**config.mk**
```make
export PLATFORM = sky130hd
export DESIGN_NAME = abw_bus_master
export DESIGN_NICKNAME = d
export VERILOG_FILES = /design/src/hdl/abw_pkg.sv /design/src/hdl/abw_bus_master.sv
export SDC_FILE = /design/constraint.sdc
export NUM_CORES = 1
export LEC_CHECK = 0
export CORE_ASPECT_RATIO = 1.1
export CORE_MARGIN = 5
export CORE_UTILIZATION = 70
export CTS_BUF_LIST = sky130_fd_sc_hd__clkbuf_8
export CTS_CLUSTER_SIZE = 14
export DETAILED_ROUTE_END_ITERATION = 6
export DONT_BUFFER_PORTS = 1
export PLACE_DENSITY = 0.86
export REMOVE_ABC_BUFFERS = 1
export SLEW_MARGIN = 20
export SYNTH_ARGS = -nofsm -noshare
export SYNTH_HDL_FRONTEND = slang
export SYNTH_SLANG_ARGS = --single-unit
```
**constraint.sdc**
```tcl
create_clock -name i_clk -period 10.8 [get_ports i_clk]
set_input_delay 3.24 -clock i_clk [delete_from_list [all_inputs] [get_ports i_clk]]
set_output_delay 3.24 -clock i_clk [all_outputs]
set_load 0.01 [all_outputs]
```
**src/hdl/abw_pkg.sv**
```systemverilog
package abw_pkg;
    // Operation kinds requested by the core
    typedef enum logic [1:0] {
        ABW_OP_WRITE,
        ABW_OP_TAS,
        ABW_OP_CAS,
        ABW_OP_DOUBLE_COMPARE_SWAP_OP
    } abw_op_e;

    // Request from the core side
    typedef struct packed {
        abw_op_e op;
        logic [31:0] addr;
        logic [2:0] space;
        logic [2:0] nbytes;
        logic [31:0] wdata;
    } abw_req_s;

    // Bus control outputs, active high internally except rd_wr_n, which is low for a write
    typedef struct packed {
        logic cycle_start_strobe;
        logic operand_start_strobe;
        logic address_strobe;
        logic data_strobe;
        logic data_buffer_enable;
        logic locked_sequence_flag;
        logic rd_wr_n;
    } abw_ctl_s;

    localparam logic [1:0] ABW_ACK_NONE = 2'h0;
    localparam logic [1:0] ABW_ACK_B8 = 2'h1;
    localparam logic [1:0] ABW_ACK_B16 = 2'h2;
    localparam logic [1:0] ABW_ACK_B32 = 2'h3;
    localparam logic [2:0] ABW_NB_RESET = 3'h0;
    localparam logic [31:0] ABW_ADDR_RESET = 32'h0;
    localparam logic [2:0] ABW_SPACE_RESET = 3'h0;
    localparam logic [1:0] ABW_IDLE_HALVES = 2'h2;
endpackage

```
**src/hdl/abw_bus_master.sv**
```systemverilog
// Overview of operation
// Write S0 drives address, space code, size and write level on rd_wr.
// First external cycle of a write raises operand strobe with cycle strobe.
// Address strobe rises in S1, half a clock after S0.
// Write S1 raises buffer enable and drops both start strobes.
// Write data driven in S2; acknowledges sampled at end of S2.
// Data strobe rises in S3 of a write; the code raises it on the same edge as the address strobe.
// Acknowledge seen by end of S2 ends the cycle one clock later.
// No acknowledge by S3 inserts wait states, sampling each falling edge; the code samples only on rising edges, through two flops.
// Slave holds acknowledges negated around end of S2 for waits.
// Slave latches selected byte lanes qualified by rd_wr and data strobe.
// Slave acknowledges once written data is stored.
// No control signal changes during S4.
// S5 drops address and data strobes, holds address, data, size, space.
// Slave releases acknowledges within one clock after strobes negate.
// Locked flag stays high across the whole read-modify-write.
// No bus grant while a locked sequence runs.
// Only three ops lock; failed compares skip the write portion.
// Locked S0 raises lock flag, drives address, size, space, read level.
// Locked S0 raises both cycle and operand start strobes.
// Locked S1 raises address and data strobes, drops start strobes.
// Locked S2 raises buffer enable; slave returns read data.
// After locked read, rd_wr stays read until S6; data undriven before S8.
// After reset strobes, buffer enable, lock negated and data undriven.
// Acknowledge code gives port width; S0-S5 repeat for remaining bytes.
`timescale 1ns/10ps
`default_nettype none
module abw_bus_master (
    input wire logic i_clk,
    input wire logic i_arst_n,
    input wire logic i_req_valid,
    input wire abw_pkg::abw_req_s i_req,
    input wire logic i_cmp_ok,
    input wire logic [1:0] i_ack_size_lines_n,
    input wire logic i_bus_request_in_n,
    output logic o_req_ready,
    output logic o_done,
    output logic [31:0] o_rdata,
    output abw_pkg::abw_ctl_s o_ctl,
    output logic [31:0] o_addr,
    output logic [2:0] o_space,
    output logic [1:0] o_transfer_size,
    output logic [31:0] o_data_out,
    output logic o_data_oe,
    output logic o_bus_grant_out
);
    import abw_pkg::*;

    // Each state is one half clock; the machine runs on full edges, so one
    // register step covers a pair of half states.
    typedef enum logic [2:0] {
        ABW_IDLE, ABW_S01, ABW_S23, ABW_WAIT, ABW_S45, ABW_GAP
    } abw_state_e;

    abw_state_e state_q;
    abw_req_s req_q;
    logic [2:0] left_q;
    logic write_ph_q;
    logic [1:0] gap_q;
    logic [1:0] ack_m_q, ack_s_q;
    logic br_m_q, br_s_q;
    abw_ctl_s ctl_q;
    logic [31:0] addr_q, dout_q, rdata_q;
    logic [2:0] space_q;
    logic [1:0] size_q;
    logic oe_q, ready_q, done_q, grant_q;
    logic locked_op;
    logic [2:0] step;
    logic go_write;
    logic ack_ok;
    logic ack_armed_q;

    // Bytes moved this cycle for a given acknowledge code and offset
    function automatic logic [2:0] port_bytes(input logic [1:0] ack,
                                             input logic [1:0] off,
                                             input logic [2:0] want);
        logic [2:0] cap;
        cap = 3'h1;
        case (ack)
            ABW_ACK_B32: cap = 3'h4 - {1'b0, off};
            ABW_ACK_B16: cap = 3'h2 - {2'h0, off[0]};
            default: cap = 3'h1;
        endcase
        port_bytes = (cap < want) ? cap : want;
    endfunction

    // Read data stand-in: this model has no data input, so the byte count is returned in the low bits
    function automatic logic [31:0] o_rdata_in(input logic [2:0] n);
        o_rdata_in = {29'h0, n};
    endfunction

    assign locked_op = (req_q.op != ABW_OP_WRITE);
    assign step = port_bytes(ack_s_q, addr_q[1:0], left_q);
    // Test-and-set always writes; compares write only on a match
    assign go_write = locked_op && !write_ph_q
        && (req_q.op == ABW_OP_TAS || i_cmp_ok);
    assign ack_ok = ack_armed_q && (ack_s_q != ABW_ACK_NONE);

    // A released acknowledge takes two edges to leave the synchroniser, so
    // the next cycle must not end on that leftover
    always_ff @(posedge i_clk or negedge i_arst_n) begin
        if (!i_arst_n) begin
            ack_armed_q <= 1'b0;
        end else if (state_q == ABW_S45) begin
            ack_armed_q <= 1'b0;
        end else if (ack_s_q == ABW_ACK_NONE) begin
            ack_armed_q <= 1'b1;
        end
    end

    // Acknowledge and bus request come off pins: two flops first
    always_ff @(posedge i_clk or negedge i_arst_n) begin
        if (!i_arst_n) begin
            ack_m_q <= ABW_ACK_NONE;
            ack_s_q <= ABW_ACK_NONE;
            br_m_q <= 1'b0;
            br_s_q <= 1'b0;
        end else begin
            ack_m_q <= ~i_ack_size_lines_n;
            ack_s_q <= ack_m_q;
            br_m_q <= ~i_bus_request_in_n;
            br_s_q <= br_m_q;
        end
    end

    // Sequencer
    always_ff @(posedge i_clk or negedge i_arst_n) begin
        if (!i_arst_n) begin
            state_q <= ABW_IDLE;
            req_q <= '0;
            left_q <= ABW_NB_RESET;
            write_ph_q <= 1'b0;
            gap_q <= 2'h0;
            ready_q <= 1'b0;
            done_q <= 1'b0;
        end else begin
            done_q <= 1'b0;
            ready_q <= 1'b0;
            case (state_q)
                ABW_IDLE: begin
                    ready_q <= 1'b1;
                    if (i_req_valid && ready_q) begin
                        ready_q <= 1'b0;
                        req_q <= i_req;
                        left_q <= i_req.nbytes;
                        write_ph_q <= (i_req.op == ABW_OP_WRITE);
                        state_q <= ABW_S01;
                    end
                end
                ABW_S01: state_q <= ABW_S23;
                ABW_S23, ABW_WAIT: begin
                    if (ack_ok) begin
                        state_q <= ABW_S45;
                    end else begin
                        state_q <= ABW_WAIT;
                    end
                end
                ABW_S45: begin
                    left_q <= left_q - step;
                    if (left_q > step) begin
                        state_q <= ABW_S01;
                    end else if (go_write) begin
                        // Idle states before the write part of the lock
                        left_q <= req_q.nbytes;
                        write_ph_q <= 1'b1;
                        gap_q <= ABW_IDLE_HALVES;
                        state_q <= ABW_GAP;
                    end else begin
                        done_q <= 1'b1;
                        state_q <= ABW_IDLE;
                    end
                end
                ABW_GAP: begin
                    gap_q <= gap_q - 2'h1;
                    if (gap_q == 2'h1) begin
                        state_q <= ABW_S01;
                    end
                end
                default: state_q <= ABW_IDLE;
            endcase
        end
    end

    // Address, size, space and data; held through S5 and the gap
    always_ff @(posedge i_clk or negedge i_arst_n) begin
        if (!i_arst_n) begin
            addr_q <= ABW_ADDR_RESET;
            space_q <= ABW_SPACE_RESET;
            size_q <= 2'h0;
            dout_q <= 32'h0;
            oe_q <= 1'b0;
            rdata_q <= 32'h0;
        end else begin
            if (state_q == ABW_IDLE && i_req_valid && ready_q) begin
                addr_q <= i_req.addr;
                space_q <= i_req.space;
                size_q <= i_req.nbytes[1:0];
                dout_q <= i_req.wdata;
            end
            if (state_q == ABW_S45 && left_q > step) begin
                addr_q <= addr_q + {29'h0, step};
                size_q <= left_q[1:0] - step[1:0];
                dout_q <= dout_q << {step, 3'h0};
            end
            if (state_q == ABW_S45 && !write_ph_q) begin
                rdata_q <= (rdata_q << {step, 3'h0}) | o_rdata_in(step);
            end
            if (state_q == ABW_GAP && gap_q == 2'h1) begin
                addr_q <= req_q.addr;
                size_q <= req_q.nbytes[1:0];
            end
            if (state_q == ABW_S01 && write_ph_q) begin
                oe_q <= 1'b1;
            end else if (state_q == ABW_IDLE || !write_ph_q) begin
                oe_q <= 1'b0;
            end
        end
    end

    // Strobes: one field per flop, steered by the state being entered
    always_ff @(posedge i_clk or negedge i_arst_n) begin
        if (!i_arst_n) begin
            ctl_q <= '0;
            ctl_q.rd_wr_n <= 1'b1;
        end else begin
            case (state_q)
                ABW_IDLE: begin
                    ctl_q <= '0;
                    ctl_q.rd_wr_n <= 1'b1;
                    if (i_req_valid && ready_q) begin
                        ctl_q.cycle_start_strobe <= 1'b1;
                        ctl_q.operand_start_strobe <= 1'b1;
                        ctl_q.rd_wr_n <= (i_req.op != ABW_OP_WRITE);
                        ctl_q.locked_sequence_flag <=
                            (i_req.op != ABW_OP_WRITE);
                    end
                end
                ABW_S01: begin
                    ctl_q.cycle_start_strobe <= 1'b0;
                    ctl_q.operand_start_strobe <= 1'b0;
                    ctl_q.address_strobe <= 1'b1;
                    ctl_q.data_strobe <= 1'b1;
                    ctl_q.data_buffer_enable <= 1'b1;
                end
                ABW_S23, ABW_WAIT: begin
                    // S4 issues nothing new; strobes fall with S5
                    if (ack_ok) begin
                        ctl_q.address_strobe <= 1'b0;
                        ctl_q.data_strobe <= 1'b0;
                        ctl_q.data_buffer_enable <= write_ph_q;
                    end
                end
                ABW_S45: begin
                    ctl_q.data_buffer_enable <= 1'b0;
                    if (left_q > step) begin
                        ctl_q.cycle_start_strobe <= 1'b1;
                    end else if (!go_write) begin
                        ctl_q.locked_sequence_flag <= 1'b0;
                    end
                end
                ABW_GAP: begin
                    if (gap_q == 2'h1) begin
                        ctl_q.rd_wr_n <= 1'b0;
                        ctl_q.cycle_start_strobe <= 1'b1;
                        ctl_q.operand_start_strobe <= 1'b1;
                    end
                end
                default: ctl_q <= '0;
            endcase
        end
    end

    // Grant withheld for the whole locked sequence
    always_ff @(posedge i_clk or negedge i_arst_n) begin
        if (!i_arst_n) begin
            grant_q <= 1'b0;
        end else begin
            grant_q <= br_s_q && state_q == ABW_IDLE
                && !ctl_q.locked_sequence_flag && !i_req_valid;
        end
    end

    assign o_ctl = ctl_q;
    assign o_addr = addr_q;
    assign o_space = space_q;
    assign o_transfer_size = size_q;
    assign o_data_out = dout_q;
    assign o_data_oe = oe_q;
    assign o_req_ready = ready_q;
    assign o_done = done_q;
    assign o_rdata = rdata_q;
    assign o_bus_grant_out = grant_q;
endmodule
`default_nettype wire

```
==> results.md <==
* Synthesized area at 0.008497 mm^2
* Setup bufs post-CTS at 0
* Combinational power share at 38.2%
* Max rail drop VDD at 0.1801 mV
* Final min period at 5.660 ns
* DRT Wirelength at 22.07 mm
* Die Span Y at 125.6 um
* Fmax at 0.1767 GHz
* Final Slew Violations at 0
* Pwr Density at 303.4 mW/mm^2
* Status: finished clean
* Ys async rst share at 100.0%
* Layout cells sized above 1 at 7.761%
* Worst hold path class: register to register
* Clock network latency to the later pin of the worst-skew pair at 0.47 ns
* Startpoint types: register
* Placed insts at 1,024
* Drt drc at 0
* Library cells used by synthesis at 76
* Post-synth top area share at 48.00%
* TritonCTS clock tree: built
* Critical-path cell list: inv_1, ha_1, and2_4, o21a_1, ha_1, nor3_1, o32ai_1, and2_1, buf_4, inv_1, ha_1, inv_1, a31oi_1, o311ai_4, nand2_2, o21a_2, a221o_1
* Most numerous cell in the Yosys netlist: nand2_1
* Vias at 7,141
* Wire per inst at 20.90 um
* TNS Setup at 0 ns
* Clock power share at 18.0%
* CTS sink cnt at 164
* Final Hold Vio Count at 0
* Cell types occupying the most area after synthesis: dfrtp_1 48%, nand2_1 9.5%, o21ai_0 3.1%
* Die W at 115.0 um
* Initial antenna violation count at 0
* Resize count post-CTS at 0
* Sw frac at 44.38%
* Tcrit/Tclk final at 52.41%
* CP required at 11.19 ns
* Synthesized area per cell at 9.206 um^2
* Total track usage at 31.03%
* NumNets Final at 980
* Post-route ant nets at 0
* Critical Path Fanout Max at 40
* I/O pin cnt at 191
* P_leak at 0.003987 uW
* Rel. slew slack at 42.27%
* Initial drt markers at 1,075
* Main flop type after synthesis: dfrtp_1
* Internal power at 1507 uW
* First-pass detailed-route iteration total at 5
* CP max stage cell: inv_1
* Detail Placement HPWL at 14.92 mm
* Yosys warns at 0
* N_diodes at 0
* Synth Instances at 923
* Max-Cap Viols at 0
* Clock tree buffer depth at 2
* WS Path Type: register to register
* GRT Residual Overflow at 0
* Hold_buf cts at 0
* Max stage delay on crit path at 0.69 ns
* P&R area growth vs syn at 5.110%
* Slew @ Worst Pin at 0.8659 ns
* Post-synth EDFFs at 0
* Layout Cells excl Fill at 1,056
* Clock H-tree levels at 4
* Vias in the first global route at 7,127
* Sequential area share after synthesis at 48.31%
* I/O Buffers at 0
* Root Driver: clkbuf_8
* Final Setup Violations at 0
* P_sw at 1202 uW
* Post-DR vias/cell at 6.762
* Crit path DAT at 6.05 ns
* Placed inst area at 0.008483 mm^2
* Total CTS buffers at 17
* Initial core utilization at 70.92%
* Final Cell Area at 0.008931 mm^2
* Post-synth top cells: 216 x nand2_1, 163 x dfrtp_1, 53 x o21ai_0, 43 x a21oi_1, 38 x inv_1
* Gpl congestion at 0.8822
* Reg clk slew, reported paths at 0.09 ns
* Die area at 0.01444 mm^2
* Synth area leader: dfrtp_1
* Crit path capture type: register
* Largest net degree at the start of global routing at 165
* Flops & latches, synth at 164
* Final clock skew at 0.01475 ns
* Core Area at 0.01198 mm^2
* R2R setup slack at 5.14 ns
* Top delay family on crit path: compound AO/OA/AOI/OAI gates
* Utilization after layout at 74.54%
* CP bufs+invs at 4
* Sequential share of power at 43.8%
* Row count at 42
* First-pass GRT wire length at 36.34 mm
* RSZ-0062 raised after global routing: false
## stage by stage
step	total power (uW)	hold slack [ns]	worst slack, ns
final	2709	0.3520	5.140
after global placement	2130	0.3361	5.490
after CTS	2697	0.3555	5.178
after global routing	2898	0.3643	4.815
after detailed placement	2206	0.3347	5.222
after floorplan	1890	0.3312	4.222
## area by class of cell
cell class / count / area, um^2
Clock buffer: 17 / 234.0
Clock inverter: 15 / 206.4
Fill cell: 831 / 3050
Inverter: 38 / 142.6
Multi-Input combinational cell: 659 / 3983
Sequential cell: 164 / 4105
Tap cell: 154 / 192.7
Timing Repair Buffer: 9 / 67.56
## path summary, 6_finish.rpt
path / start / end / cells after the start
max in group asynchronous: i_arst_n / o_ctl[0] / 0
min in group asynchronous: i_arst_n / o_rdata[28] / 0
hold reg to reg: ack_m_q[0] / ack_s_q[0] / 0
hold / removal: ack_m_q[0] / ack_s_q[0] / 0
setup / recovery: o_addr[1] / o_data_out[12] / 17
setup reg to reg: o_addr[1] / o_data_out[12] / 17
## power groups by stage
| stage | registers [uW] | logic (uW) | clock network (uW) |
|---|---|---|---|
| global route | 1220 | 1150 | 523 |
| CTS | 1180 | 1020 | 490 |
| global placement | 1180 | 953 | 0 |
| floorplan | 1100 | 791 | 0 |
| finish | 1190 | 1040 | 487 |
| detailed placement | 1190 | 1010 | 0 |
## kinds of logic (layout without fill, tap and decap cells)
logic type,count (synthesis),count (layout),share of synthesized area (%)
XOR/XNOR,13,13,1.340
adder cells (fa/ha/maj),12,12,1.767
AO/OA/AOI/OAI,257,257,21.75
buffers and inverters,100,79,5.065
flip-flops,164,164,48.31
multiplexers,29,29,3.652
AND/OR/NAND/NOR,348,348,18.11
## placed cells by master, fill, tap and decap left out, types with 4 or more instances in the layout
cell type and n:
a221o_1 9, inv_1 38, o21ai_0 52, and2_1 19
a211oi_1 4, nor2_1 24, o31ai_1 9, and3_1 9
nand3_1 35, xnor2_1 10, a222oi_1 12, mux2i_1 13
nand2_1 216, mux2_1 8, nor3_1 16, nand4_1 6
clkinv_4 5, buf_4 9, bufinv_16 4, a311oi_1 8
clkbuf_8 17, dfrtp_1 163, ha_1 12, mux2_2 8
a22o_1 18, a21o_1 8, o2111ai_1 6, a22oi_1 19
o21ai_1 11, o22ai_1 13, a21oi_1 43, o31a_1 5
## state kept, by name (all words and copies together), names as in the netlist
| name | flops |
|---|---|
| ack_m_q | 2 |
| o_data_oe | 1 |
| req_q | 37 |
| gap_q | 2 |
| o_space | 3 |
| ack_s_q | 2 |
| o_rdata | 32 |
| o_bus_grant_out | 1 |
| o_transfer_size | 2 |
| o_addr | 32 |
| o_done | 1 |
| br_s_q | 1 |
| left_q | 3 |
| ack_armed_q | 1 |
| o_data_out | 32 |
| o_ctl | 6 |
| state_q | 3 |
| o_req_ready | 1 |
| br_m_q | 1 |
| write_ph_q | 1 |
## metal layers
metal	up-vias	part of all wire, %	track usage, %
met2	375	48	48.16
met1	3473	38	39.88
met3	68	11	10.15
met4	0	3.1	13.19
li1	3225	-	-
met5	-	0	0
Power figures use the tool's default switching activity.
